===== config.mk =====
export PLATFORM = sky130hd
export DESIGN_NAME = lts_regs
export DESIGN_NICKNAME = d
export VERILOG_FILES = /design/src/rtl/lts_pkg.sv /design/src/rtl/lts_sync_chan.sv /design/src/rtl/lts_route.sv /design/src/rtl/lts_regs.sv
export SDC_FILE = /design/constraint.sdc
export NUM_CORES = 1
export LEC_CHECK = 0
export ABC_CLOCK_PERIOD_IN_PS = 2800
export BUFFER_PORTS_ARGS = -buffer_cell sky130_fd_sc_hd__buf_2
export CORE_ASPECT_RATIO = 0.6
export CORE_UTILIZATION = 50
export CTS_BUF_LIST = sky130_fd_sc_hd__clkbuf_8
export CTS_CLUSTER_DIAMETER = 60
export DETAILED_ROUTE_END_ITERATION = 10
export PLACE_DENSITY = 0.82
export SYNTH_ARGS = -nofsm -noshare
export SYNTH_HDL_FRONTEND = slang
export SYNTH_SLANG_ARGS = --single-unit

===== constraint.sdc =====
create_clock -name ref_clk -period 2.8 [get_ports ref_clk]
set_clock_uncertainty 0.1 [all_clocks]
set_input_delay 0.28 -clock ref_clk [delete_from_list [all_inputs] [get_ports ref_clk]]
set_output_delay 0.28 -clock ref_clk [all_outputs]
set_load 0.02 [all_outputs]

===== src/rtl/lts_pkg.sv =====
// Shared constants for the low-power timer hold, sync and routing registers
package lts_pkg;

  localparam int unsigned ADDR_W   = 8;
  localparam int unsigned DATA_W   = 32;
  localparam int unsigned N_SYNC   = 6;
  localparam int unsigned N_PLACE  = 4;
  localparam int unsigned LOC_W    = 2;

  // Byte offsets of the registers
  localparam logic [7:0] OFS_UPDATE_HOLD  = 8'h30;
  localparam logic [7:0] OFS_SYNC_PENDING = 8'h34;
  localparam logic [7:0] OFS_OUT_ROUTING  = 8'h40;

  // update_hold fields
  localparam int unsigned HOLD_BIT = 0;
  localparam logic        HOLD_RST = 1'b0;

  // sync_pending fields, one bit per timer register
  localparam int unsigned SP_CTRL  = 0;
  localparam int unsigned SP_CMD   = 1;
  localparam int unsigned SP_CMPA  = 2;
  localparam int unsigned SP_CMPB  = 3;
  localparam int unsigned SP_REPA  = 4;
  localparam int unsigned SP_REPB  = 5;
  localparam logic [5:0]  SP_RST   = 6'h00;

  // output_routing fields
  localparam int unsigned RT_PIN_A = 0;
  localparam int unsigned RT_PIN_B = 1;
  localparam int unsigned RT_LOC_LO = 8;
  localparam int unsigned RT_LOC_HI = 9;
  localparam logic [1:0]  RT_LOC_RST = 2'h0;
  localparam logic        RT_PIN_RST = 1'b0;

  // Timer clock ticks needed to land a written value in the timer domain
  localparam logic [1:0]  SYNC_TICKS = 2'h2;

  // One-hot placement mask for an enabled output
  function automatic logic [N_PLACE-1:0] lts_place_mask(
    input logic             en,
    input logic [LOC_W-1:0] loc
  );
    lts_place_mask = en ? (4'h1 << loc) : 4'h0;
  endfunction

endpackage


===== src/rtl/lts_sync_chan.sv =====
// One register's crossing tracker: busy flag and apply pulse
`timescale 1ns/1ns
module lts_sync_chan
  import lts_pkg::*;
(
  input  wire logic ref_clk,
  input  wire logic rst_b,
  input  wire logic wr_seen,
  input  wire logic hold,
  input  wire logic lf_tick,
  output logic      busy,
  output logic      apply
);

  logic       busy_reg;
  logic       busy_next;
  logic       apply_reg;
  logic       apply_next;
  logic [1:0] cnt_reg;
  logic [1:0] cnt_next;

  always_comb
  begin
    busy_next  = busy_reg;
    apply_next = 1'b0;
    cnt_next   = cnt_reg;
    if (hold)
    begin
      // Held values restart together so they land on the same tick
      cnt_next = 2'h0;
    end
    else if (busy_reg && lf_tick)
    begin
      if (cnt_reg == SYNC_TICKS - 2'h1)
      begin
        busy_next  = 1'b0;
        apply_next = 1'b1;
        cnt_next   = 2'h0;
      end
      else
      begin
        cnt_next = cnt_reg + 2'h1;
      end
    end
    // A new write wins over a clear in the same cycle
    if (wr_seen)
    begin
      // The superseded value never lands, so no apply pulse either
      busy_next  = 1'b1;
      apply_next = 1'b0;
      cnt_next   = 2'h0;
    end
  end

  always_ff @(posedge ref_clk or negedge rst_b)
  begin
    if (!rst_b)
    begin
      busy_reg  <= 1'b0;
      apply_reg <= 1'b0;
      cnt_reg   <= 2'h0;
    end
    else
    begin
      busy_reg  <= busy_next;
      apply_reg <= apply_next;
      cnt_reg   <= cnt_next;
    end
  end

  assign busy  = busy_reg;
  assign apply = apply_reg;

endmodule // lts_sync_chan


===== src/rtl/lts_route.sv =====
// Output pin placement for the two timer outputs
`timescale 1ns/1ns
module lts_route
  import lts_pkg::*;
(
  input  wire logic               ref_clk,
  input  wire logic               rst_b,
  input  wire logic [LOC_W-1:0]   loc,
  input  wire logic               en_a,
  input  wire logic               en_b,
  input  wire logic               timer_out_a,
  input  wire logic               timer_out_b,
  output logic      [N_PLACE-1:0] pin_a,
  output logic      [N_PLACE-1:0] pin_a_oe_b,
  output logic      [N_PLACE-1:0] pin_b,
  output logic      [N_PLACE-1:0] pin_b_oe_b
);

  logic [N_PLACE-1:0] mask_a;
  logic [N_PLACE-1:0] mask_b;
  logic [N_PLACE-1:0] pa_reg;
  logic [N_PLACE-1:0] pa_next;
  logic [N_PLACE-1:0] pb_reg;
  logic [N_PLACE-1:0] pb_next;
  logic [N_PLACE-1:0] oa_reg;
  logic [N_PLACE-1:0] oa_next;
  logic [N_PLACE-1:0] ob_reg;
  logic [N_PLACE-1:0] ob_next;

  assign mask_a = lts_place_mask(en_a, loc);
  assign mask_b = lts_place_mask(en_b, loc);

  // Unselected placements are released and driven low
  for (genvar p = 0; p < N_PLACE; p++)
  begin : g_place
    always_comb
    begin
      pa_next[p] = mask_a[p] & timer_out_a;
      oa_next[p] = ~mask_a[p];
      pb_next[p] = mask_b[p] & timer_out_b;
      ob_next[p] = ~mask_b[p];
    end
  end

  always_ff @(posedge ref_clk or negedge rst_b)
  begin
    if (!rst_b)
    begin
      pa_reg <= 4'h0;
      pb_reg <= 4'h0;
      oa_reg <= 4'hF;
      ob_reg <= 4'hF;
    end
    else
    begin
      pa_reg <= pa_next;
      pb_reg <= pb_next;
      oa_reg <= oa_next;
      ob_reg <= ob_next;
    end
  end

  assign pin_a      = pa_reg;
  assign pin_a_oe_b = oa_reg;
  assign pin_b      = pb_reg;
  assign pin_b_oe_b = ob_reg;

endmodule // lts_route


===== src/rtl/lts_regs.sv =====
// Register bank: update hold, sync pending status and output routing
//
// Strobed register access was left to the implementer.
`timescale 1ns/1ns

// Overview of operation
// - While the hold bit is set no written value reaches the timer, and all held values land together once it clears.
// - Status bits 5 and 4 show a repeat count b or a value still crossing.
// - Status bits 3 and 2 show a compare b or a value still crossing.
// - Status bit 1 shows a command and bit 0 a control value still crossing.
// - Routing bits 9:8 pick one of four placements, bits 1 and 0 enable outputs b and a.
module lts_regs
  import lts_pkg::*;
(
  input  wire logic              ref_clk,
  input  wire logic              rst_b,
  input  wire logic [ADDR_W-1:0] bus_addr,
  input  wire logic [DATA_W-1:0] bus_wdata,
  input  wire logic              bus_wr,
  input  wire logic              bus_rd,
  output logic      [DATA_W-1:0] bus_rdata,
  input  wire logic [N_SYNC-1:0] timer_reg_wr,
  input  wire logic              lf_tick,
  output logic      [N_SYNC-1:0] timer_apply,
  input  wire logic              timer_out_a,
  input  wire logic              timer_out_b,
  output logic      [N_PLACE-1:0] out_a_pin,
  output logic      [N_PLACE-1:0] out_a_oe_b,
  output logic      [N_PLACE-1:0] out_b_pin,
  output logic      [N_PLACE-1:0] out_b_oe_b
);

  logic              hold_reg;
  logic              hold_next;
  logic [LOC_W-1:0]  loc_reg;
  logic [LOC_W-1:0]  loc_next;
  logic              pin_a_reg;
  logic              pin_a_next;
  logic              pin_b_reg;
  logic              pin_b_next;
  logic [DATA_W-1:0] rdata_reg;
  logic [DATA_W-1:0] rdata_next;
  logic [N_SYNC-1:0] sync_pending;
  logic              wr_hold;
  logic              wr_route;

  assign wr_hold  = bus_wr && (bus_addr == OFS_UPDATE_HOLD);
  assign wr_route = bus_wr && (bus_addr == OFS_OUT_ROUTING);

  // Register writes; reserved bits are dropped on the way in
  always_comb
  begin
    hold_next  = hold_reg;
    loc_next   = loc_reg;
    pin_a_next = pin_a_reg;
    pin_b_next = pin_b_reg;
    if (wr_hold)
    begin
      hold_next = bus_wdata[HOLD_BIT];
    end
    if (wr_route)
    begin
      loc_next   = bus_wdata[RT_LOC_HI:RT_LOC_LO];
      pin_a_next = bus_wdata[RT_PIN_A];
      pin_b_next = bus_wdata[RT_PIN_B];
    end
  end

  // Read data stand only in the cycle after the strobe
  always_comb
  begin
    rdata_next = '0;
    if (bus_rd)
    begin
      unique case (bus_addr)
        OFS_UPDATE_HOLD:
        begin
          rdata_next[HOLD_BIT] = hold_reg;
        end
        OFS_SYNC_PENDING:
        begin
          rdata_next[N_SYNC-1:0] = sync_pending;
        end
        OFS_OUT_ROUTING:
        begin
          rdata_next[RT_LOC_HI:RT_LOC_LO] = loc_reg;
          rdata_next[RT_PIN_B]            = pin_b_reg;
          rdata_next[RT_PIN_A]            = pin_a_reg;
        end
        default:
        begin
          rdata_next = '0;
        end
      endcase
    end
  end

  always_ff @(posedge ref_clk or negedge rst_b)
  begin
    if (!rst_b)
    begin
      hold_reg  <= HOLD_RST;
      loc_reg   <= RT_LOC_RST;
      pin_a_reg <= RT_PIN_RST;
      pin_b_reg <= RT_PIN_RST;
      rdata_reg <= '0;
    end
    else
    begin
      hold_reg  <= hold_next;
      loc_reg   <= loc_next;
      pin_a_reg <= pin_a_next;
      pin_b_reg <= pin_b_next;
      rdata_reg <= rdata_next;
    end
  end

  assign bus_rdata = rdata_reg;

  // One tracker per timer register; shared hold keeps them in step
  for (genvar i = 0; i < N_SYNC; i++)
  begin : g_sync
    lts_sync_chan u_chan
    (
      .ref_clk (ref_clk),
      .rst_b   (rst_b),
      .wr_seen (timer_reg_wr[i]),
      .hold    (hold_reg),
      .lf_tick (lf_tick),
      .busy    (sync_pending[i]),
      .apply   (timer_apply[i])
    );
  end

  lts_route u_route
  (
    .ref_clk     (ref_clk),
    .rst_b       (rst_b),
    .loc         (loc_reg),
    .en_a        (pin_a_reg),
    .en_b        (pin_b_reg),
    .timer_out_a (timer_out_a),
    .timer_out_b (timer_out_b),
    .pin_a       (out_a_pin),
    .pin_a_oe_b  (out_a_oe_b),
    .pin_b       (out_b_pin),
    .pin_b_oe_b  (out_b_oe_b)
  );

  chk_hold_blocks: assert property (
    @(posedge ref_clk) disable iff (!rst_b)
    hold_reg |=> (timer_apply == 6'h00))
    else $error("value applied while update hold set");

  chk_hold_together: assert property (
    @(posedge ref_clk) disable iff (!rst_b)
    (timer_apply != 6'h00) && $past(sync_pending) == 6'h3F
      && $past(timer_reg_wr) == 6'h00 && $past(hold_reg, 2) == 1'b0
      |-> timer_apply == 6'h3F)
    else $error("pending values did not land together");

  chk_rep_busy: assert property (
    @(posedge ref_clk) disable iff (!rst_b)
    timer_reg_wr[SP_REPB] |=> sync_pending[SP_REPB])
    else $error("repeat b busy not set after write");

  chk_repa_busy: assert property (
    @(posedge ref_clk) disable iff (!rst_b)
    timer_reg_wr[SP_REPA] |=> sync_pending[SP_REPA])
    else $error("repeat a busy not set after write");

  chk_cmpa_busy: assert property (
    @(posedge ref_clk) disable iff (!rst_b)
    timer_reg_wr[SP_CMPA] |=> sync_pending[SP_CMPA])
    else $error("compare a busy not set after write");

  chk_ctrl_busy: assert property (
    @(posedge ref_clk) disable iff (!rst_b)
    timer_reg_wr[SP_CTRL] |=> sync_pending[SP_CTRL])
    else $error("control busy not set after write");

  chk_rdata_idle: assert property (
    @(posedge ref_clk) disable iff (!rst_b)
    !bus_rd |=> bus_rdata == 32'h0)
    else $error("read data not zero outside read answer");

  chk_hold_read: assert property (
    @(posedge ref_clk) disable iff (!rst_b)
    bus_rd && bus_addr == OFS_UPDATE_HOLD
      |=> bus_rdata == {31'h0, $past(hold_reg)})
    else $error("hold read does not show hold bit");

  chk_route_read: assert property (
    @(posedge ref_clk) disable iff (!rst_b)
    bus_rd && bus_addr == OFS_OUT_ROUTING
      |=> bus_rdata == {22'h0, $past(loc_reg), 6'h00,
                        $past(pin_b_reg), $past(pin_a_reg)})
    else $error("routing read does not show routing fields");

  chk_hold_write: assert property (
    @(posedge ref_clk) disable iff (!rst_b)
    wr_hold |=> hold_reg == $past(bus_wdata[HOLD_BIT]))
    else $error("hold bit not taken from write");

  chk_route_write: assert property (
    @(posedge ref_clk) disable iff (!rst_b)
    wr_route |=> loc_reg == $past(bus_wdata[RT_LOC_HI:RT_LOC_LO])
      && pin_a_reg == $past(bus_wdata[RT_PIN_A])
      && pin_b_reg == $past(bus_wdata[RT_PIN_B]))
    else $error("routing fields not taken from write");

  chk_hold_keeps: assert property (
    @(posedge ref_clk) disable iff (!rst_b)
    hold_reg |=> (sync_pending & $past(sync_pending)) == $past(sync_pending))
    else $error("busy bit cleared while update hold set");

  chk_apply_clears: assert property (
    @(posedge ref_clk) disable iff (!rst_b)
    timer_apply != 6'h00 |-> (sync_pending & timer_apply) == 6'h00)
    else $error("busy bit still set when value landed");

  chk_apply_pulse: assert property (
    @(posedge ref_clk) disable iff (!rst_b)
    timer_apply[SP_CTRL] |=> !timer_apply[SP_CTRL])
    else $error("control apply longer than one cycle");

  chk_pin_released: assert property (
    @(posedge ref_clk) disable iff (!rst_b)
    (out_a_pin & out_a_oe_b) == 4'h0 && (out_b_pin & out_b_oe_b) == 4'h0)
    else $error("released placement driven high");

  chk_cmp_busy: assert property (
    @(posedge ref_clk) disable iff (!rst_b)
    timer_reg_wr[SP_CMPB] |=> sync_pending[SP_CMPB] && !timer_apply[SP_CMPB])
    else $error("compare b busy not set after write");

  chk_cmd_busy: assert property (
    @(posedge ref_clk) disable iff (!rst_b)
    timer_reg_wr[SP_CMD] && !hold_reg |=> sync_pending[SP_CMD] [*1] ##1
      (sync_pending[SP_CMD] || timer_apply[SP_CMD]))
    else $error("command busy dropped before landing");

  chk_status_read: assert property (
    @(posedge ref_clk) disable iff (!rst_b)
    bus_rd && bus_addr == OFS_SYNC_PENDING
      |=> bus_rdata == {26'h0, $past(sync_pending)})
    else $error("status read does not show pending bits");

  chk_route_mask: assert property (
    @(posedge ref_clk) disable iff (!rst_b)
    wr_route ##2 1'b1 |-> out_a_oe_b ==
      ~lts_place_mask($past(bus_wdata[RT_PIN_A], 2),
                      $past(bus_wdata[RT_LOC_HI:RT_LOC_LO], 2)))
    else $error("output a placement wrong after routing write");

  chk_busy_clears: assert property (
    @(posedge ref_clk) disable iff (!rst_b)
    $fell(sync_pending[SP_CTRL]) |-> timer_apply[SP_CTRL]
      && !$past(timer_reg_wr[SP_CTRL]))
    else $error("control busy cleared without landing");

  chk_busy_lands: assert property (
    @(posedge ref_clk) disable iff (!rst_b)
    timer_reg_wr[SP_CTRL] ##1 (!hold_reg && !timer_reg_wr[SP_CTRL]
      && lf_tick) [*2] |=> !sync_pending[SP_CTRL])
    else $error("control busy did not clear after two ticks");

endmodule // lts_regs


==> impl_table.tex <==
\begin{tabular}{lr}
\hline
Metric & Value \\
\hline
\multicolumn{2}{l}{\textbf{Status}} \\
Run status & finished, final reports clean \\
\multicolumn{2}{l}{\textbf{Critical path}} \\
CP Launch Type & flop \\
Crit. End Element & flop \\
Ordered cell list for the critical path & nor4\_1 > nor2\_1 \\
Critical path's largest stage delay & 0.59 ns \\
Critical path type & reg2reg \\
Crit path max fanout & 20 \\
Worst endpoint required time & 2.87 ns \\
Worst endpoint data arrival time & 1.52 ns \\
Cell at the slowest stage of the critical path & sky130\_fd\_sc\_hd\_\_dfrtp\_1 \\
\multicolumn{2}{l}{\textbf{Clock tree}} \\
H-tree level count & 2 \\
Library cell used as clock root buffer & sky130\_fd\_sc\_hd\_\_clkbuf\_8 \\
Cells resized by post-CTS repair & 0 \\
Number of clock sinks & 53 \\
Quantity of hold-fixing buffers added after cts & 0 \\
CTS tree & done \\
Clk buf depth & 2 \\
Clk\_lat worst skew & 0.30 ns \\
Buffers inserted during post-CTS setup optimization & 0 \\
Clock-pin slew on the worst setup and hold paths & 0.09 ns \\
Total CTS buffers & 5 \\
\multicolumn{2}{l}{\textbf{Synthesis}} \\
Dominant synthesized flop cell & sky130\_fd\_sc\_hd\_\_dfrtp\_1 \\
Top cell type by total area after synthesis & sky130\_fd\_sc\_hd\_\_dfrtp\_1 \\
Avg Inst Size Synth & 11.70 um\^{}2 \\
Register area share after synthesis & 60.14\% \\
Gate count after technology mapping & 190 \\
Cell types with the largest area share after synthesis & sky130\_fd\_sc\_hd\_\_dfrtp\_1, sky130\_fd\_sc\_hd\_\_buf\_4, sky130\_fd\_sc\_hd\_\_dfstp\_2 \\
Post-synth ARST share & 100.0\% \\
Fraction of synthesized cell area taken by the top area cell type & 50.68\% \\
Yosys warning count & 0 \\
Number of enable-type register cells in the synthesized netlist & 0 \\
Cell with the most instances after synthesis & sky130\_fd\_sc\_hd\_\_dfrtp\_1 \\
Number of storage elements in the synthesis netlist & 53 \\
Number of unique standard cell types used by synthesis & 31 \\
Commonest cells in the synthesized netlist & sky130\_fd\_sc\_hd\_\_dfrtp\_1, sky130\_fd\_sc\_hd\_\_buf\_4, sky130\_fd\_sc\_hd\_\_nor2\_1 \\
Post-Synthesis Cell Area & 0.002222 mm\^{}2 \\
\multicolumn{2}{l}{\textbf{Routing}} \\
Detailed Routing Iterations Pass 1 & 4 \\
Number of design rule violations left after detail routing & 0 \\
Post-DRT Antenna Nets & 0 \\
Final Routed Wirelength & 3.581 mm \\
Vias per cell & 4.642 \\
Routed wire length per instance & 11.86 um \\
Count of routing violations after the opening detailed-route iteration & 77 \\
Vias post-DR & 1402 \\
\multicolumn{2}{l}{\textbf{Cells and area}} \\
Proportion of layout cells with a drive suffix above 1 & 33.47\% \\
Fill cells & 365 \\
Post-layout net count & 294 \\
Area growth syn-to-layout & 12.84\% \\
Post-layout utilization of the core & 59.86\% \\
Number of flip-flops under the largest register name & 12 \\
Antenna diode instance count & 0 \\
\multicolumn{2}{l}{\textbf{Placed design}} \\
Post-DP HPWL & 2.671 mm \\
Pre-CTS setup slack & 1.199 ns \\
Buffers added on ports & 54 \\
Last weighted congestion value of the routability-driven placer & 0.7478 \\
\multicolumn{2}{l}{\textbf{Power and ir drop}} \\
Peak VDD IR & 0.0002292 V \\
Leak Pwr & 1.300 nW \\
Power density normalized to cell area & 547.1 mW/mm\^{}2 \\
\multicolumn{2}{l}{\textbf{Global routing}} \\
Global router's overall resource usage & 16.64\% \\
First-pass GRT wire length & 5.706 mm \\
Maximum number of pins on one net before global-route repair & 51 \\
Antenna violations before repair & 0 \\
Vias in the first global route & 1254 \\
Global route overflow & 0 \\
\multicolumn{2}{l}{\textbf{STA}} \\
Setup repair after global routing missed its margin & no \\
Final period util & 51.96\% \\
Post-route minimum period & 1.455 ns \\
Pins over their slew limit & 0 \\
Headroom to the max-slew limit & 31.22\% \\
Achievable frequency & 687.3 MHz \\
Endpoints failing hold & 0 \\
Setup slack after layout & 1.345 ns \\
Final Setup Violations & 0 \\
Final TNS setup & 0 ns \\
Worst Max-Slew Pin Slew & 1.032 ns \\
\multicolumn{2}{l}{\textbf{Die}} \\
Starting Density & 53.05\% \\
Floorplan row count & 18 \\
Total die area & 0.004724 mm\^{}2 \\
Overall die height & 53.64 um \\
Boundary pin count & 107 \\
Core outline area & 0.004189 mm\^{}2 \\
Chip Width & 88.07 um \\
\multicolumn{2}{l}{\textbf{Min path}} \\
Min-delay worst type & in2async \\
\multicolumn{2}{l}{\textbf{Run}} \\
Max Cap Violations & 0 \\
\hline
\end{tabular}
-- layout make-up --
type                    count  area (um^2)  share of cell area (%)
flip-flops and latches     53         1336                   53.29
multi-input cells         124        723.2                   28.84
repair buffers             56        285.3                   11.38
well taps                  60        75.07                   2.994
clock buffers               5        68.82                   2.745
clock inverters             3        15.01                  0.5988
inverters                   1        3.754                  0.1497
-- worst max-delay path, delay by kind of cell (launching register included) --
family           cells  cell delay [ns]
DFF                  1             0.59
and+or+nand+nor      2             0.63
-- path summary, 6_finish.rpt --
| path | to | start | cells after the start | slack, ns |
|---|---|---|---|---|
| worst min register to register | g_sync[2].u_chan.apply | g_sync[2].u_chan.cnt_reg[1] | 1 | 0.34 |
| min in group ref_clk | g_sync[4].u_chan.cnt_reg[0] | timer_reg_wr[4] | 2 | 0.08 |
| max in group asynchronous | u_route.pin_b_oe_b[2] | rst_b | 2 | 1.81 |
| worst max-delay path | g_sync[1].u_chan.busy | hold_reg | 2 | 1.35 |
| worst min-delay path | u_route.pin_b[1] | rst_b | 1 | 0.06 |
| worst max register to register | g_sync[1].u_chan.busy | hold_reg | 2 | 1.35 |
-- metal layers --
metal / wire (um) / up-vias / global-route usage (%)
li1: - / 689 / -
met5: 0 / - / 0
met4: 29 / 0 / 4.301
met2: 1575 / 50 / 25.97
met1: 1703 / 659 / 22.44
met3: 272 / 4 / 5.982
-- kinds of logic (layout without fill, tap and decap cells) --
kind of cell	Yosys count	after routing	share of synthesized area, %
and+or+nand+nor	86	86	22.47
muxes	6	6	3.040
AOI/OAI and AO/OA	2	2	0.6192
DFF	53	53	60.14
xor gates and xnor gates	6	6	2.365
other	1	24	0.1688
buffers and inverters	36	65	11.20
-- through the flow --
step,hold slack [ns],cell area (um^2),total power [mW],std cells
2_1_floorplan,-0.1156,2308,0.9576,213
3_3_place_gp,0.3233,2424,0.9820,294
3_5_place_dp,0.3275,2424,0.9886,294
4_1_cts,0.07344,2507,1.386,302
5_1_grt,0.07425,2507,1.442,302
6_report,0.05732,2507,1.372,302
-- where the power goes --
group / switching, mW / internal [mW]
Clock: 0.229 / 0.170
Combinational: 0.0977 / 0.0487
Sequential: 0.0296 / 0.797
Total: 0.356 / 1.02
-- cell usage in the layout, fill, tap and decap left out --
cell,instances
sky130_fd_sc_hd__nor3b_1,2
sky130_fd_sc_hd__a21oi_1,1
sky130_fd_sc_hd__conb_1,24
sky130_fd_sc_hd__nor4b_4,1
sky130_fd_sc_hd__nor4_1,6
sky130_fd_sc_hd__dfrtp_1,45
sky130_fd_sc_hd__nand3b_1,3
sky130_fd_sc_hd__and4_1,1
sky130_fd_sc_hd__nor2_1,24
sky130_fd_sc_hd__xor2_1,6
sky130_fd_sc_hd__and2_1,4
sky130_fd_sc_hd__a32oi_1,1
sky130_fd_sc_hd__buf_2,54
sky130_fd_sc_hd__nor3_4,1
sky130_fd_sc_hd__nand4_4,1
sky130_fd_sc_hd__nor3_1,7
sky130_fd_sc_hd__or3b_2,1
sky130_fd_sc_hd__nand3_1,10
sky130_fd_sc_hd__mux2_2,2
sky130_fd_sc_hd__nand2b_1,2
sky130_fd_sc_hd__and4bb_2,1
sky130_fd_sc_hd__inv_1,3
sky130_fd_sc_hd__buf_4,2
sky130_fd_sc_hd__dfstp_2,8
sky130_fd_sc_hd__or2_2,2
sky130_fd_sc_hd__nand4_1,1
sky130_fd_sc_hd__clkinvlp_4,1
sky130_fd_sc_hd__and3_1,6
sky130_fd_sc_hd__and4b_2,2
sky130_fd_sc_hd__mux2_1,4
sky130_fd_sc_hd__nand2_1,11
sky130_fd_sc_hd__clkbuf_8,5
Power figures use the tool's default switching activity.
